--- src/design/adc_cal_params.svh ---
/*
 * Offsets, field positions, reset values and counts of the calibration
 * sequencer. Assumes a 32-bit classic bus with byte addressing.
 */
`ifndef ADC_CAL_PARAMS_SVH
`define ADC_CAL_PARAMS_SVH

// register byte offsets
`define CAL_CTRL_OFS 8'h00
`define CAL_SLEEP_OFS 8'h04
`define CAL_WAKE_OFS 8'h08
`define CAL_STAT_OFS 8'h0C
`define CAL_TRIM_OFS 8'h10

// control register fields
`define CTRL_SOFT_TRIG 0
`define CTRL_PIN_EN 1
`define CTRL_BG_EN 2
`define CTRL_LOW_POWER_ENABLE 3
`define CTRL_LOW_POWER_TRIGGER_SELECT 4
`define CTRL_OS_EN 5
`define CTRL_DUAL 6
`define CTRL_IN_B 7
`define CTRL_STAT_SEL 8
`define CTRL_W 9

// status register fields
`define STAT_FOREGROUND_DONE_FLAG 0
`define STAT_FG_BUSY 1
`define STAT_STOPPED 2
`define STAT_SLOT_A 4
`define STAT_SLOT_B 6
`define STAT_SPARE 8

// reset values
`define CTRL_RST 9'h040
`define SLEEP_RST 16'h0400
`define WAKE_RST 16'h0040
`define TRIM_RST 16'h0080

// foreground pass last step index (cores in the pass minus one)
`define FG_CORES_2 2'h1
`define FG_CORES_3 2'h2

`endif

--- src/design/adc_cal_pkg.sv ---
/*
 * Types of the calibration sequencer. Assumes the _params header is
 * included by the design file for widths.
 */
package adc_cal_pkg;

    typedef enum logic [2:0] {
        PH_FG,
        PH_RUN,
        PH_SLEEP,
        PH_WAKE,
        PH_CAL,
        PH_READY
    } phase_t;

    // software-visible control bits, one per field
    typedef struct packed {
        logic status_sel;
        logic single_in_b;
        logic dual;
        logic os_en;
        logic low_power_trigger_select;
        logic low_power_enable;
        logic bg_en;
        logic pin_en;
        logic soft_trig;
    } ctrl_t;

    // entire sequencer state
    typedef struct packed {
        phase_t phase;
        ctrl_t ctrl;
        logic [15:0] sleep_dly;
        logic [15:0] wake_dly;
        logic [15:0] trim;
        logic [15:0] cnt;
        logic [1:0] step;
        logic [1:0] slot_a;
        logic [1:0] slot_b;
        logic swap_b;
        logic foreground_done_flag;
        logic calibration_stopped_signal;
        logic trig_meta;
        logic trig_sync;
        logic trig_prev;
        logic ack;
        logic [31:0] rdata;
        logic [7:0] out_a;
        logic [7:0] out_b;
        logic out_valid;
        logic [2:0] power;
        logic [5:0] cal_bank;
        logic [2:0] in_b;
        logic status;
    } seq_state_t;

endpackage

--- src/design/adc_cal_sequencer.sv ---
/*
 * Calibration sequencer for a three-core, six-bank interleaved
 * converter: foreground pass, background core rotation and low-power
 * background mode with automatic or manual timing.
 * Assumes a classic bus master on clk_i, an analog engine that pulses
 * cal_done_i once per core pass, and a sample strobe on clk_i that
 * marks complete output samples.
 */
// Our own choices: the Wishbone register port and the register addresses.
`timescale 1ns/10ps
`default_nettype none
`include "adc_cal_params.svh"

// Functional notes
// RQ1: foreground pass: cores offline, output zero
// RQ2: background mode keeps output running
// RQ3: six banks as three two-bank cores
// RQ4: dual: A->input a, B->input b
// RQ5: spare calibrated, swapped in, rotates
// RQ6: every bank of core calibrated
// RQ7: foreground pass after reset; host waits
// RQ8: trigger source chosen by pin enable
// RQ9: host sets bg, clears pin enable, soft=1
// RQ10: brief glitches allowed at core swaps
// RQ11: low power: spare off until due
// RQ12: trigger select: auto or manual timing
// RQ13: sleep delay sets spare sleep time
// RQ14: wake delay before calibration starts
// RQ15: auto: swap at once, then sleep
// RQ16: manual: asleep while trigger high
// RQ17: manual: swap when done and trigger high
// RQ18: status select 1 shows calibration_stopped_signal
// RQ19: host raises trigger early for low power
// RQ20: trim register returns factory value
// RQ21: host reads offsets after done flag
// RQ22: offset+bg: foreground calibrates all cores
// RQ23: one pass per rising trigger edge
// RQ24: swap only on sample boundary
module adc_cal_sequencer #(
    parameter int DLY_W = 16
) (
    input wire logic clk_i,
    input wire logic rst_i,
    input wire logic wb_cyc_i,
    input wire logic wb_stb_i,
    input wire logic wb_we_i,
    input wire logic [7:0] wb_adr_i,
    input wire logic [31:0] wb_dat_i,
    input wire logic [3:0] wb_sel_i,
    output logic [31:0] wb_dat_o,
    output logic wb_ack_o,
    input wire logic calibration_trigger_pin_i,
    input wire logic cal_done_i,
    input wire logic sample_stb_i,
    input wire logic [2:0][7:0] core_data_i,
    output logic [7:0] out_a_o,
    output logic [7:0] out_b_o,
    output logic out_valid_o,
    output logic [2:0] core_power_o,
    output logic [5:0] cal_bank_o,
    output logic [2:0] core_input_b_o,
    output logic calibration_status_pin_o
);

    // the delay counters are built 16 bits wide
    generate
        if (DLY_W != 16) begin : g_bad_width
            $error("DLY_W must be 16");
        end
    endgenerate

    adc_cal_pkg::seq_state_t st;
    adc_cal_pkg::seq_state_t next_st;

    logic trig_lvl;
    logic trig_rise;
    logic [1:0] spare;
    logic [1:0] fg_core;
    logic [1:0] fg_last;
    logic manual;
    logic bg_phase;

    // spare is the core index that neither slot holds (0+1+2 = 3)
    assign spare = 2'h3 - st.slot_a - st.slot_b;
    assign manual = st.ctrl.low_power_enable & st.ctrl.low_power_trigger_select;
    assign bg_phase = (st.phase != adc_cal_pkg::PH_FG)
        && (st.phase != adc_cal_pkg::PH_RUN);

    // RQ8 source select
    assign trig_lvl = st.ctrl.pin_en ? st.trig_sync : st.ctrl.soft_trig;
    assign trig_rise = trig_lvl & ~st.trig_prev;

    // foreground walks slot a, slot b, then the spare
    always_comb begin
        unique case (st.step)
            2'h0: fg_core = st.slot_a;
            2'h1: fg_core = st.slot_b;
            default: fg_core = spare;
        endcase
    end

    // RQ22 all three cores
    assign fg_last = (st.ctrl.os_en & st.ctrl.bg_en)
        ? `FG_CORES_3 : `FG_CORES_2;

    // next state
    always_comb begin
        logic [31:0] wmask;
        logic [1:0] cal_core;
        logic cal_on;
        wmask = {{8{wb_sel_i[3]}}, {8{wb_sel_i[2]}},
            {8{wb_sel_i[1]}}, {8{wb_sel_i[0]}}};
        cal_core = 2'h0;
        cal_on = 1'b0;
        next_st = st;
        next_st.ack = 1'b0;

        // pin passes two flops before the edge detector sees it
        next_st.trig_meta = calibration_trigger_pin_i;
        next_st.trig_sync = st.trig_meta;
        next_st.trig_prev = trig_lvl;

        // bus slave: answer one cycle after the request, then drop
        if (wb_cyc_i && wb_stb_i && !st.ack) begin
            next_st.ack = 1'b1;
            next_st.rdata = 32'h0;
            if (wb_we_i) begin
                unique case (wb_adr_i)
                    `CAL_CTRL_OFS: next_st.ctrl =
                        (st.ctrl & ~wmask[`CTRL_W-1:0])
                        | (wb_dat_i[`CTRL_W-1:0] & wmask[`CTRL_W-1:0]);
                    // RQ13 sleep setting
                    `CAL_SLEEP_OFS: next_st.sleep_dly =
                        (st.sleep_dly & ~wmask[15:0])
                        | (wb_dat_i[15:0] & wmask[15:0]);
                    // RQ14 wake setting
                    `CAL_WAKE_OFS: next_st.wake_dly =
                        (st.wake_dly & ~wmask[15:0])
                        | (wb_dat_i[15:0] & wmask[15:0]);
                    `CAL_TRIM_OFS: next_st.trim =
                        (st.trim & ~wmask[15:0])
                        | (wb_dat_i[15:0] & wmask[15:0]);
                    default: ;
                endcase
            end else begin
                unique case (wb_adr_i)
                    `CAL_CTRL_OFS:
                        next_st.rdata[`CTRL_W-1:0] = st.ctrl;
                    `CAL_SLEEP_OFS: next_st.rdata[15:0] = st.sleep_dly;
                    `CAL_WAKE_OFS: next_st.rdata[15:0] = st.wake_dly;
                    `CAL_STAT_OFS: begin
                        next_st.rdata[`STAT_FOREGROUND_DONE_FLAG] = st.foreground_done_flag;
                        next_st.rdata[`STAT_FG_BUSY] =
                            st.phase == adc_cal_pkg::PH_FG;
                        next_st.rdata[`STAT_STOPPED] = st.calibration_stopped_signal;
                        next_st.rdata[`STAT_SLOT_A+:2] = st.slot_a;
                        next_st.rdata[`STAT_SLOT_B+:2] = st.slot_b;
                        next_st.rdata[`STAT_SPARE+:2] = spare;
                    end
                    // RQ20 factory trim readback
                    `CAL_TRIM_OFS: next_st.rdata[15:0] = st.trim;
                    default: ;
                endcase
            end
        end

        // leaving background mode abandons any spare activity
        if (!st.ctrl.bg_en && bg_phase) begin
            next_st.phase = adc_cal_pkg::PH_RUN;
            next_st.calibration_stopped_signal = 1'b0;
        end else begin
            unique case (st.phase)
                // RQ1 RQ7 foreground pass, one core at a time
                adc_cal_pkg::PH_FG: begin
                    cal_core = fg_core;
                    cal_on = 1'b1;
                    if (cal_done_i) begin
                        if (st.step == fg_last) begin
                            next_st.phase = adc_cal_pkg::PH_RUN;
                            next_st.foreground_done_flag = 1'b1;
                            next_st.step = 2'h0;
                        end else begin
                            next_st.step = st.step + 2'h1;
                        end
                    end
                end
                adc_cal_pkg::PH_RUN: begin
                    // RQ23 edges ignored while a pass runs
                    if (!st.ctrl.bg_en) begin
                        if (trig_rise) begin
                            next_st.phase = adc_cal_pkg::PH_FG;
                            next_st.foreground_done_flag = 1'b0;
                            next_st.step = 2'h0;
                        end
                    // RQ2 RQ5 full-power rotation
                    end else if (!st.ctrl.low_power_enable) begin
                        next_st.phase = adc_cal_pkg::PH_CAL;
                    // RQ12 RQ13 automatic timing
                    end else if (!st.ctrl.low_power_trigger_select) begin
                        next_st.phase = adc_cal_pkg::PH_SLEEP;
                        next_st.cnt = st.sleep_dly;
                    // RQ16 low trigger wakes the spare
                    end else if (!trig_lvl) begin
                        next_st.phase = adc_cal_pkg::PH_WAKE;
                        next_st.cnt = st.wake_dly;
                    end
                end
                adc_cal_pkg::PH_SLEEP: begin
                    if (st.cnt == 16'h0) begin
                        next_st.phase = adc_cal_pkg::PH_WAKE;
                        next_st.cnt = st.wake_dly;
                    end else begin
                        next_st.cnt = st.cnt - 16'h1;
                    end
                end
                // RQ14 settle before calibrating
                adc_cal_pkg::PH_WAKE: begin
                    if (st.cnt == 16'h0) begin
                        next_st.phase = adc_cal_pkg::PH_CAL;
                    end else begin
                        next_st.cnt = st.cnt - 16'h1;
                    end
                end
                // RQ6 spare banks against the reference
                adc_cal_pkg::PH_CAL: begin
                    cal_core = spare;
                    cal_on = 1'b1;
                    if (cal_done_i) begin
                        next_st.phase = adc_cal_pkg::PH_READY;
                        next_st.calibration_stopped_signal = 1'b1;
                    end
                end
                // RQ15 RQ17 swap when allowed, on a sample edge
                adc_cal_pkg::PH_READY: begin
                    if ((!manual || trig_lvl) && sample_stb_i) begin
                        // RQ24 RQ5 RQ10 retired core becomes spare
                        if (st.swap_b) begin
                            next_st.slot_b = spare;
                        end else begin
                            next_st.slot_a = spare;
                        end
                        next_st.swap_b = ~st.swap_b;
                        next_st.calibration_stopped_signal = 1'b0;
                        next_st.phase = adc_cal_pkg::PH_RUN;
                    end
                end
            endcase
        end

        // RQ3 RQ6 two banks per core under calibration
        next_st.cal_bank = 6'h00;
        if (cal_on) begin
            next_st.cal_bank[{cal_core, 1'b0}+:2] = 2'h3;
        end

        // RQ11 slots always on, spare only when due
        next_st.power = 3'h0;
        next_st.power[st.slot_a] = 1'b1;
        next_st.power[st.slot_b] = 1'b1;
        if (st.phase == adc_cal_pkg::PH_FG) begin
            next_st.power[spare] = st.step == `FG_CORES_3;
        end else if (st.ctrl.bg_en) begin
            next_st.power[spare] = !st.ctrl.low_power_enable
                || st.phase == adc_cal_pkg::PH_WAKE
                || st.phase == adc_cal_pkg::PH_CAL
                || st.phase == adc_cal_pkg::PH_READY;
        end

        // RQ4 input routing; spare follows the slot it will replace
        next_st.in_b = {3{st.ctrl.single_in_b}};
        if (st.ctrl.dual) begin
            next_st.in_b[st.slot_a] = 1'b0;
            next_st.in_b[st.slot_b] = 1'b1;
            next_st.in_b[spare] = st.swap_b;
        end

        // RQ1 RQ2 output data, zero while offline
        next_st.out_valid = sample_stb_i;
        if (sample_stb_i) begin
            if (st.phase == adc_cal_pkg::PH_FG) begin
                next_st.out_a = 8'h00;
                next_st.out_b = 8'h00;
            end else begin
                next_st.out_a = core_data_i[st.slot_a];
                next_st.out_b = core_data_i[st.slot_b];
            end
        end

        // RQ18 status pin select
        next_st.status = st.ctrl.status_sel ? st.calibration_stopped_signal
            : (st.phase == adc_cal_pkg::PH_FG);
    end

    // state register; reset starts the power-up pass
    always_ff @(posedge clk_i) begin
        if (rst_i) begin
            st <= '0;
            st.phase <= adc_cal_pkg::PH_FG;
            st.ctrl <= `CTRL_RST;
            st.sleep_dly <= `SLEEP_RST;
            st.wake_dly <= `WAKE_RST;
            st.trim <= `TRIM_RST;
            st.slot_a <= 2'h0;
            st.slot_b <= 2'h1;
            st.power <= 3'h3;
        end else begin
            st <= next_st;
        end
    end

    // outputs straight from the state flops
    assign wb_dat_o = st.rdata;
    assign wb_ack_o = st.ack;
    assign out_a_o = st.out_a;
    assign out_b_o = st.out_b;
    assign out_valid_o = st.out_valid;
    assign core_power_o = st.power;
    assign cal_bank_o = st.cal_bank;
    assign core_input_b_o = st.in_b;
    assign calibration_status_pin_o = st.status;
endmodule
`default_nettype wire

--- config.mk ---
export PLATFORM = sky130hd
export DESIGN_NAME = adc_cal_sequencer
export DESIGN_NICKNAME = d
export VERILOG_FILES = /design/src/design/adc_cal_pkg.sv /design/src/design/adc_cal_sequencer.sv
export VERILOG_INCLUDE_DIRS = /design/src /design/src/design
export SDC_FILE = /design/constraint.sdc
export NUM_CORES = 1
export LEC_CHECK = 0
export BUFFER_PORTS_ARGS = -buffer_cell sky130_fd_sc_hd__buf_2
export CAP_MARGIN = 20
export CORE_MARGIN = 3
export CORE_UTILIZATION = 35
export DETAILED_ROUTE_END_ITERATION = 8
export PLACE_DENSITY = 0.59
export SETUP_SLACK_MARGIN = 0.1
export SLEW_MARGIN = 20
export SYNTH_ARGS = -nofsm -noshare
export SYNTH_HDL_FRONTEND = slang
export SYNTH_SLANG_ARGS = --single-unit
--- constraint.sdc ---
create_clock -name clk_i -period 2.14 [get_ports clk_i]
set_input_delay 0.107 -clock clk_i [delete_from_list [all_inputs] [get_ports clk_i]]
set_output_delay 0.107 -clock clk_i [all_outputs]
set_load 0.01 [all_outputs]
-- After elaboration in Yosys (flattened, before gate mapping)
Cells that the tools add are included.
W data, S select, Z words.
- bits in registers: 135
- bits of input ports: 76
- output and inout port bits: 63
- logic and storage cells: 210
- add/subtract/negate cells: 5
- order comparisons: 6
- equal/unequal tests: 35
- shift-type cells: 2
- muxes and demuxes: 65
- bitwise gates (word level): 24
- reductions and logical operators: 40
- operators with widths (cell ; count):
    $mux W16 ; 8
    $and A16 B16 Y16 ; 4
    $or A16 B16 Y16 ; 3
    $pmux W16 S3 ; 1
    $mux W3 ; 14
    $mux W33 ; 1
    $bmux W8 S2 ; 2
    $pmux W5 S5 ; 1
    $ne A3 B3 Y1 const B ; 8
    $ne A2 B2 Y1 const B ; 11
    $and A9 B9 Y9 ; 2
    $pmux W3 S6 ; 1
    $pmux W6 S3 ; 1
    $reduce_and A3 Y1 ; 6
    $eq A8 B4 Y1 const B ; 2
    $logic_not A16 Y1 ; 1
    $mux W8 ; 2
    $not A16 Y16 ; 1
    $reduce_and A8 Y1 ; 2
    $sub A16 B1 Y16 const B ; 1
    $pmux W3 S5 ; 1
    $mux W1 ; 14
    $mux W2 ; 6
    $pmux W2 S2 ; 3
    44 further kinds ; 81

-- Longest topological paths before layout
Gate-level depths: netlist of the first run.
- depth in word-level cells: 9
- depth in mapped cells: 9
- gate-level depth less buffers: 8

-- Worst setup path before layout of the first run
No wires, ideal clock.
- kind: register -> register
- start point: register st[75] (netlist bit)
- end point: register st[82] (netlist bit)
- library setup time: 0.136 ns
- arrival: 1.864 ns
- required time: 2.004 ns
- slack: 0.140 ns
- cell stages (with the launch flop): 10
- buffers on the path: 2
- clock period less this slack: 2.000 ns
- cell sequence: dfxtp_1 -> inv_1 -> ha_1 -> nor4b_1 -> and4_1 -> clkbuf_1 -> nor2_1 -> clkbuf_1 -> a21oi_1 -> o32ai_1
- longest elaborated chain between the ends: 3
- elaborated cells on any way between the ends: 7
- classes of those cells: 1 x add/sub; 1 x eq/ne; 3 x mux; 2 x reduce/logical
- RTL lines (element ; RTL line ; source):
    start, declared ; adc_cal_sequencer.sv:72 ; adc_cal_pkg::seq_state_t st;
    start signal, assigned ; adc_cal_sequencer.sv:307 ; st <= next_st;
    $sub A16 B1 Y16 or $logic_not A16 Y1 (tied branches) ; n/a ;
    $mux W16 (tied with other cells) ; adc_cal_sequencer.sv:218 ; if (st.cnt == 16'h0) begin
    $pmux W16 S3 or $reduce_and A6 Y1 (tied branches) ; n/a ;
Parallel ways exist; a longest one is shown, timed or not. The select of a mux whose other input is x is not followed.
A chain may end at the register's enable or synchronous reset.

-- Worst setup path in the final report of the first run
- start point: register st[75] (netlist bit)
- end point: register st[79] (netlist bit)
Same word-level chain as after synthesis.

==> results.md, run 1 <==
* Clk root buf: clkbuf_16
* Leak Pwr at 0.003410 µW
* PwrDens at 697.8 nW/µm²
* FMAX at 480.8 MHz
* Post-layout util at 0.4482
* Final period util at 0.9719
* Post-Syn Area at 7046 µm²
* Hold Vio Cnt, Final at 0
* RR Startpoint: st[75]$_SDFFE_PP0P_
* Buffers added on ports at 104
* Critical Path Source Type: flip-flop
* First-pass GRT wire length at 32.57 mm
* Via count at 6429
* RSZ-0062 raised after global routing: yes
* Power Total at 6127 µW
* HPWL Detailed at 15.05 mm
* Core region area at 19590 µm²
* Slew Viols, Final at 0
* Vias per cell at 5.278
* Die Wd at 147.9 µm
* Post-synth top area share at 0.3751
* Min Clock Period, post-route at 2.080 ns
* Initial Util at 0.3596
* Skew-Pair Late Insertion Delay at 0.42 ns
* Fin Setup TNS at 0 ns
* Area growth, synth to finish at 24.63%
* CTS H-Tree Depth at 4
* Final antenna-violating net count at 0
* Max IR drop VDD at 598.5 µV
* DRT Wirelength at 20.98 mm
* Max clock buf depth at 2
* GR Overflow Total at 0
* #FFs+latches synth at 132
* Gr usage total at 0.1865
* Syn avg cell area at 8.499 µm²
* TritonCTS clock tree: done
* Die area at 21870 µm²
* DR WL/cell at 17.22 µm
* Clock sink count at 132
* Seq/Total Area, Yosys at 0.3751
* Synth Instances at 829
* Hold_sp: wb_dat_i[8]
* Top-level port count at 139
* Largest cells by area after synthesis: dfxtp_1 (38%), mux2i_1 (11%), buf_4 (6.6%)
* Crit end category: flip-flop
* Post-synth ARST share at 0
* Number of antenna violations at the first check in global routing at 0
* GP Congestion at 0.9066
* FILL cells at 1919
* Max_cap viols at 0
* Hold path depth at 3
* FF-to-FF setup slack at 0.06 ns
* DR pass1 iterations at 8
* Most Used Layer, Global Route: met2
* Distinct cells, synth at 66
* Setup CP Type: reg2reg
* Synth warnings at 0
* EDFF count, synth at 0
* Final setup fails at 0
* Crit path max fanout at 5
* Post-route cell area at 8781 µm²
* Iter 0 DRT Violations at 628
* Met2 GRT Util at 0.2792
* R2R cell count at 9
* Slew of the pin with the lowest slew margin at 0.7328 ns
* Num rows at 51
* Hold Crit Class: in2reg
* Largest net degree at the start of global routing at 63
* Placed Instance Area at 7903 µm²
* # DRC at 0
* Die height at 147.9 µm
* Largest area contributor in the netlist: dfxtp_1
* Share of cells above drive strength 1 at 0.2342
* Dominant synthesized flop cell: dfxtp_1
* TritonCTS Buffers at 17
* Nets at 1021
* Met1 GRT Util at 0.2676
* RR Endpoint: st[79]$_SDFFE_PP0P_
* Clk pin slew, worst setup/hold paths at 0.06 ns
* Met3 Resource Use GR at 0.03556
* Max_slew headroom at 0.5110
* Start point of the critical path: st[75]$_SDFFE_PP0P_
* Worst Path Arrival at 2.40 ns
* Worst Skew at 0.008736 ns
* Required @ worst endpoint at 2.46 ns
* Status: complete, no violations
* Vias in the first global route at 5906
## repair_timing
item	CTS	global route
resized for setup	1	12
hold buffers	17	0
setup buffers	0	0
endpoints found under the setup margin	1	16
endpoints found under the hold margin	47	0
pin swaps	0	1
## Yosys cell counts (all sizes together) (10+ instances only)
library cell and instances:
dfxtp 132, nor3 11, clkbuf 40, buf 73, nand3 13, mux2i 77, nor2b 13, o32ai 12
a22oi 27, a21oi 42, inv 25, a222oi 18, o21ai 33, nor2 112, a221oi 12, nand2 60
nor4 10
## layout by cell type (no fill, tap or decap), types with 8 or more instances in the layout
cell type	synthesis	final
nand2_1	60	60
buf_12	0	8
mux2i_1	77	77
dfxtp_1	132	132
a211oi_1	9	9
nor2_1	109	106
nor4_1	9	9
o21ai_0	33	33
a21oi_1	42	42
inv_1	25	25
nor2b_1	13	13
a22oi_1	27	27
buf_4	62	61
o32ai_1	12	12
a222oi_1	18	18
o21a_1	8	8
dlygate4sd3_1	0	17
nand3_1	13	13
conb_1	1	16
nor3_1	10	9
clkbuf_16	0	17
buf_2	2	103
## kinds of logic after synthesis
logic type / after synthesis / share of synthesized area
simple gates: 264 / 0.1827
compound gates: 205 / 0.2065
buf+inv: 139 / 0.1085
flops: 132 / 0.3751
mux: 78 / 0.1110
fa+ha+maj: 6 / 0.01066
xor+xnor: 4 / 0.004973
other cells: 1 / 0.0005323
## power by group
part / switching [µW] / internal (µW) / total [µW] / leakage, µW
Sequential: 19.2 / 2490 / 2510 / 0.00107
Clock: 1070 / 2100 / 3170 / 0.000305
Combinational: 267 / 184 / 451 / 0.00204
Total: 1360 / 4770 / 6130 / 0.00341
## cell type report
| cell class | instances | area [µm²] | area share |
|---|---|---|---|
| Antenna cell | 1 | 2.502 | 0.0002850 |
| Inverter | 26 | 97.59 | 0.01111 |
| Multi-Input combinational cell | 573 | 3769 | 0.4292 |
| Clock buffer | 23 | 457.9 | 0.05215 |
| Tap cell | 265 | 331.6 | 0.03776 |
| Sequential cell | 132 | 2643 | 0.3009 |
| Timing Repair Buffer | 189 | 1304 | 0.1485 |
| Clock inverter | 9 | 176.4 | 0.02009 |
## how the worst max path moves through the flow
| stage | endpoint | slack [ns] | cells past startpoint |
|---|---|---|---|
| floorplan | st[82]$_SDFFE_PP0P_ | 0.14 | 9 |
| global placement | wb_dat_o[1]$_SDFFE_PP0P_ | 0.02 | 8 |
| detailed placement | flip-flop | 0.03 | 8 |
| CTS | st[81]$_SDFFE_PP0P_ | 0.10 | 9 |
| global route | st[79]$_SDFFE_PP0P_ | 0.02 | 9 |
| finish | st[79]$_SDFFE_PP0P_ | 0.06 | 9 |
## routing by layer
layer	up-vias	share of wire
li1	3167	-
met1	3000	0.48
met2	222	0.44
met3	40	0.057
met4	0	0.024
met5	-	0
## stage by stage
stage	hold slack [ns]	setup WS (ns)	instances
2_1_floorplan	0.2314	0.1400	844
3_3_place_gp	0.3259	0.01673	1168
3_5_place_dp	0.3457	0.02978	1168
4_1_cts	0.01060	0.1038	1217
5_1_grt	0.04065	0.02262	1217
6_report	0.02671	0.06009	1218
## worst max-delay path, stage by stage, from the launching register on
cell	delay, ns
dfxtp_1	0.32
inv_1	0.06
ha_1	0.21
nor4b_4	0.13
buf_4	0.14
and4_4	0.18
buf_4	0.15
nor4_1	0.52
a221oi_2	0.12
o32ai_1	0.15
Power figures use the tool's default switching activity.
==> run 2: changes to the inputs <==
Settings changed: RECOVER_POWER set to 25, SLEW_MARGIN 20 to 15.
==> run 2 against run 1 <==
  * Power shrank 1.5%
  * Sequential share of layout area grew 0.26 points
  * Die area is the same
  * Fmax grew 3.6%
  * Largest power group unchanged
==> results.md, run 2 (synthesized netlist as in run 1, its figures left out) <==
* Status: complete, no violations
* Initial Util at 0.3596 (unchanged)
* Vias per cell at 5.364 (+1.6%)
* Setup CP Type: reg2reg
* Die area at 21870 µm² (unchanged)
* GR Overflow Total at 0 (unchanged)
* Clock sink count at 132 (unchanged)
* Ant. Diodes at 0 (-1)
* Vias in the first global route at 5988 (+1.4%)
* Via count at 6533 (+1.6%)
* Core region area at 19590 µm² (unchanged)
* Leak Pwr at 0.003234 µW (-5.2%)
* Die height at 147.9 µm (unchanged)
* Number of antenna violations at the first check in global routing at 0 (unchanged)
* DR pass1 iterations at 7 (-1)
* Min Clock Period, post-route at 2.008 ns (-0.07175 ns)
* Required @ worst endpoint at 2.46 ns (about the same)
* Num rows at 51 (unchanged)
* GP Congestion at 0.9066 (unchanged)
* Top-level port count at 139 (unchanged)
* Largest net degree at the start of global routing at 63 (unchanged)
* Slew Viols, Final at 0 (unchanged)
* Fin Setup TNS at 0 ns (unchanged)
* Buffers added on ports at 104 (unchanged)
* R2R cell count at 9 (unchanged)
* CP endpoint: st[79]$_SDFFE_PP0P_
* HPWL Detailed at 15.10 mm (+0.32%)
* Nets at 1022 (+0.098%)
* Worst hold slack at 0.02925 ns (+0.002544 ns)
* Final setup fails at 0 (unchanged)
* PwrDens at 693.3 nW/µm² (-0.64%)
* Most frequent cells in the layout: dfxtp_1 (132), nor2_1 (107), mux2i_1 (77), buf_2 (62), nand2_1 (60)
* Worst Skew at 0.009207 ns (+0.0004710 ns)
* Place WS at 0.02989 ns (+0.0001150 ns)
* Area growth, synth to finish at 23.57%
* Gr usage total at 0.1895 (+0.002965)
* DR WL/cell at 17.21 µm (about the same)
* Skew-Pair Late Insertion Delay at 0.42 ns (about the same)
* TritonCTS clock tree: done
* Clk pin slew, worst setup/hold paths at 0.06 ns (about the same)
* FMAX at 498.0 MHz (+3.6%)
* Max IR drop VDD at 594.6 µV (-0.66%)
* Max_slew headroom at 0.1329 (-0.3780)
* PnR worst setup slack at 0.1318 ns (+0.07175 ns)
* RR Startpoint: st[75]$_SDFFE_PP0P_
* Critical Path Source Type: flip-flop
* Crit path max fanout at 5 (unchanged)
* Most common cell after layout, fill and taps aside: dfxtp_1
* Slew of the pin with the lowest slew margin at 1.301 ns (+0.5678 ns)
* First-pass GRT wire length at 33.09 mm (+1.6%)
* CTS H-Tree Depth at 4 (unchanged)
* Start point of the critical path: st[75]$_SDFFE_PP0P_
* Worst Path Arrival at 2.33 ns (-0.07 ns)
* Hold Vio Cnt, Final at 0 (unchanged)
* RSZ-0062 raised after global routing: yes
* Iter 0 DRT Violations at 642 (+2.2%)
* Final antenna-violating net count at 0 (unchanged)
* DRT Wirelength at 20.96 mm (about the same)
* Final period util at 0.9384 (-0.03353)
* RR Endpoint: st[79]$_SDFFE_PP0P_
* TritonCTS Buffers at 17 (unchanged)
* Die Wd at 147.9 µm (unchanged)
* Share of cells above drive strength 1 at 0.1920 (-0.04222)
* Max_cap viols at 0 (unchanged)
* Max clock buf depth at 2 (unchanged)
* Crit end category: flip-flop
* Hold Crit Class: in2reg
* # DRC at 0 (unchanged)
* FF-to-FF setup slack at 0.13 ns (+0.07 ns)
* Clk root buf: clkbuf_16
## run 2: cell count changes in the layout (fill, tap and decap cells not counted), sizes merged
| cell | change |
|---|---|
| clkinv | +2 |
| diode | -1 |
| bufinv | -1 |
| buf | -43 |
| clkbuf | +40 |
| clkinvlp | +3 |
## run 2: metal layers
metal  track usage  vias to the layer above  wire length, µm
met3       0.04445                       33             1366
met5             0                        -                0
met1        0.2700                     3071             9906
li1              -                     3177                -
met4       0.06651                        0              480
met2        0.2810                      252             9207
## run 2: final cells by class
cell class	count	area, µm²
clock buffers	19	442.9
clock inverters	13	182.7
fillers	1991	10880
inverters	26	97.59
multi-input cells	573	3766
flip-flops and latches	132	2643
well taps	265	331.6
repair buffers	190	1242
## run 2: through the flow
stage / std cells / area, µm² / power, µW / util
4_1_cts: 1218 / 8713 / 6085 / 0.4448
3_3_place_gp: 1168 / 7900 / 2979 / 0.4033
6_report: 1218 / 8706 / 6036 / 0.4444
3_5_place_dp: 1169 / 7911 / 2982 / 0.4038
2_1_floorplan: 844 / 7102 / 2841 / -
5_1_grt: 1218 / 8706 / 6232 / 0.4444
## run 2: power by group
| part | internal, µW | leakage [µW] | switching (µW) | total (µW) |
|---|---|---|---|---|
| clock network | 1970 | 0.000295 | 1110 | 3090 |
| registers | 2490 | 0.00107 | 19.9 | 2510 |
| logic | 173 | 0.00187 | 269 | 441 |
## run 2: critical path, cell delays in order, from the launching register on
cell and delay, ns:
dfxtp_1 0.32, inv_1 0.06, ha_1 0.20, nor4b_4 0.13, buf_4 0.14, and4_1 0.20
buf_4 0.16, nor4_1 0.42, a221oi_1 0.14, o32ai_1 0.15
## run 2: worst min-delay path by stage
stage,cells after the start,end,from,slack (ns)
after global placement,2,next_st[64]$_SDFF_PP0_,calibration_trigger_pin_i,0.33
after CTS,3,flip-flop,wb_dat_i[8],0.005
after floorplan,2,flip-flop,wb_dat_i[6],0.23
after detailed placement,2,next_st[64]$_SDFF_PP0_,calibration_trigger_pin_i,0.33
final,3,flip-flop,wb_dat_i[8],0.03
after global routing,3,flip-flop,wb_dat_i[8],0.03
## run 2: repair_timing
action,in CTS,in global routing
hold buffers,17,0
buffers inserted,0,0
endpoints found under the hold margin,54,0
endpoints found under the setup margin,2,15
gates resized for setup,1,11
==> run 3: changes to the inputs <==
Settings changed: CTS_BUF_LIST set to sky130_fd_sc_hd__clkbuf_8.
==> run 3 against run 2 <==
  * Non-clock buffer count grew 1
  * Sequential power about the same
  * Hold slack gained 0.0017 ns
  * Highest routed layer unchanged
  * Design area down 2.1%
  * Via count fell by 0.54%
  * Largest power group is now sequential cells
==> results.md, run 3 (synthesized netlist as in run 1, its figures left out) <==
* Status: complete, no violations
* Critical path cell sequence: inv_1 -> ha_1 -> nor4b_2 -> buf_4 -> and4_1 -> buf_4 -> nor2_1 -> a221oi_1 -> o32ai_1
* Final antenna-violating net count at 0 (unchanged)
* Skew-Pair Late Insertion Delay at 0.44 ns (+0.02 ns)
* Num rows at 51 (unchanged)
* Die height at 147.9 µm (unchanged)
* Crit path max fanout at 5 (unchanged)
* Min Clock Period, post-route at 2.013 ns (+0.004349 ns)
* FF-to-FF setup slack at 0.13 ns (about the same)
* Gr usage total at 0.1884 (-0.001109)
* RSZ-0062 raised after global routing: yes
* Worst Path Arrival at 2.32 ns (about the same)
* RR Endpoint: st[80]$_SDFFE_PP0P_
* Buffers added on ports at 104 (unchanged)
* Clk pin slew, worst setup/hold paths at 0.08 ns (+0.02 ns)
* Die area at 21870 µm² (unchanged)
* Max_slew headroom at 0.1446 (+0.01164)
* DR pass1 iterations at 9 (+2)
* GP Congestion at 0.9066 (unchanged)
* CP most frequent cell: buf_4
* Most common cell after layout, fill and taps aside: dfxtp_1
* Post-CTS setup buffer count at 0 (unchanged)
* Ant. Diodes at 0 (unchanged)
* Worst Skew at 0.01074 ns (+0.001536 ns)
* Start point of the critical path: st[76]$_SDFFE_PP0P_
* Share of cells above drive strength 1 at 0.1950 (+0.002943)
* Number of antenna violations at the first check in global routing at 0 (unchanged)
* Max_cap viols at 0 (unchanged)
* Max clock buf depth at 2 (unchanged)
* CTS H-Tree Depth at 4 (unchanged)
* FILL cells at 2017 (+1.3%)
* DRT Wirelength at 20.90 mm (-0.28%)
* Slowest library cell on the worst path: a221oi_1
* Crit end category: flip-flop
* Slowest cell delay on critical path at 0.35 ns (-0.07 ns)
* Hold Crit Class: in2reg
* Via count at 6498 (-0.54%)
* Area of the multi-input gates at 3761 µm² (-0.13%)
* WP depth at 9 (unchanged)
* FF/Latch Area at 2643 µm² (unchanged)
* R2R cell count at 9 (unchanged)
* Vias in the first global route at 5999 (+0.18%)
* Hold Vio Cnt, Final at 0 (unchanged)
* Largest net degree at the start of global routing at 63 (unchanged)
* HPWL Detailed at 15.10 mm (unchanged)
* DR WL/cell at 17.15 µm (-0.36%)
* First-pass GRT wire length at 33.10 mm (about the same)
* Top-level port count at 139 (unchanged)
* Slew of the pin with the lowest slew margin at 1.283 ns (-0.01746 ns)
* Fin Setup TNS at 0 ns (unchanged)
* Clk root buf: clkbuf_8
* GR Overflow Total at 0 (unchanged)
* RR Startpoint: st[76]$_SDFFE_PP0P_
* CP endpoint: st[80]$_SDFFE_PP0P_
* Top delay family on crit path: simple AND/OR/NAND/NOR gates
* Final setup fails at 0 (unchanged)
* Nets at 1023 (+0.098%)
* Iter 0 DRT Violations at 668 (+4.0%)
* PwrDens at 616.7 nW/µm² (-11%)
* FMAX at 496.9 MHz (-0.22%)
* Clock sink count at 132 (unchanged)
* Worst hold slack at 0.03097 ns (+0.001718 ns)
* Most frequent cells in the layout: dfxtp_1 (132), nor2_1 (107), mux2i_1 (77), buf_2 (63), nand2_1 (60)
* Initial Util at 0.3596 (unchanged)
* Slew Viols, Final at 0 (unchanged)
* Required @ worst endpoint at 2.45 ns (about the same)
* Vias per cell at 5.331 (-0.62%)
* Die Wd at 147.9 µm (unchanged)
* # DRC at 0 (unchanged)
* Setup CP Type: reg2reg
* Area growth, synth to finish at 20.94%
* Final period util at 0.9404 (+0.002032)
* Max IR drop VDD at 391.8 µV (-34%)
* Buf/Inv on CP at 3 (unchanged)
* Leak Pwr at 0.003139 µW (-2.9%)
* Critical Path Source Type: flip-flop
* TritonCTS Buffers at 17 (unchanged)
* TritonCTS clock tree: done
* Core region area at 19590 µm² (unchanged)
[run 3: cell count changes in the layout (fill, tap and decap cells not counted), moves of 2 or more]
| cell | before | now |
|---|---|---|
| clkbuf_1 | 43 | 41 |
| nor4b_4 | 3 | 1 |
| clkbuf_8 | 1 | 18 |
| nor4b_2 | 0 | 2 |
| clkbuf_16 | 17 | 0 |
[run 3: worst min-delay path, stage by stage]
cell and delay (ns):
buf_2 0.09, nand2_1 0.04, o21ai_0 0.07, a22oi_1 0.07, nor2_1 0.07
[run 3: where the power goes]
group,total [µW],internal [µW],switching (µW)
combinational,443,174,269
clock,2310,1290,1010
sequential,2510,2490,20.3
[run 3: how the worst min path moves through the flow]
stage / slack [ns] / end / startpoint / cells past startpoint
3_3_place_gp: 0.33 / next_st[64]$_SDFF_PP0_ / calibration_trigger_pin_i / 2
6_report: 0.03 / out_b_o[3]$_SDFFE_PP0P_ / core_data_i[11] / 5
5_1_grt: 0.04 / out_a_o[6]$_SDFFE_PP0P_ / core_data_i[14] / 5
4_1_cts: 0.009 / out_b_o[6]$_SDFFE_PP0P_ / core_data_i[14] / 5
2_1_floorplan: 0.23 / flip-flop / wb_dat_i[6] / 2
3_5_place_dp: 0.33 / next_st[64]$_SDFF_PP0_ / calibration_trigger_pin_i / 2
[run 3: layout make-up]
class	instances	area share
multi-input combinational	573	0.4414
sequential	132	0.3101
timing repair buffer	191	0.1471
tap	265	0.03891
clock buffer	18	0.02907
clock inverter	14	0.02188
inverter	26	0.01145
[run 3: metal layers]
metal,up-vias,part of all wire,track usage
met2,251,0.44,0.2836
met4,0,0.025,0.05958
met1,3040,0.47,0.2690
li1,3166,-,-
met3,41,0.065,0.04200
met5,-,0,0
[run 3: what timing repair did]
item	CTS	global route
endpoints found under the setup margin	2	13
resized for setup	2	10
endpoints found under the hold margin	60	0
pin swaps	0	0
hold buffers	18	0
[run 3: per-stage QoR]
step	setup slack (ns)	utilization	cells	area, µm²	power [µW]
floorplan	0.1400	-	844	7102	2841
global placement	0.01673	0.4033	1168	7900	2979
global route	0.01425	0.4349	1219	8521	5441
finish	0.1275	0.4349	1219	8521	5254
CTS	0.1225	0.4358	1219	8538	5292
detailed placement	0.02989	0.4038	1169	7911	2982
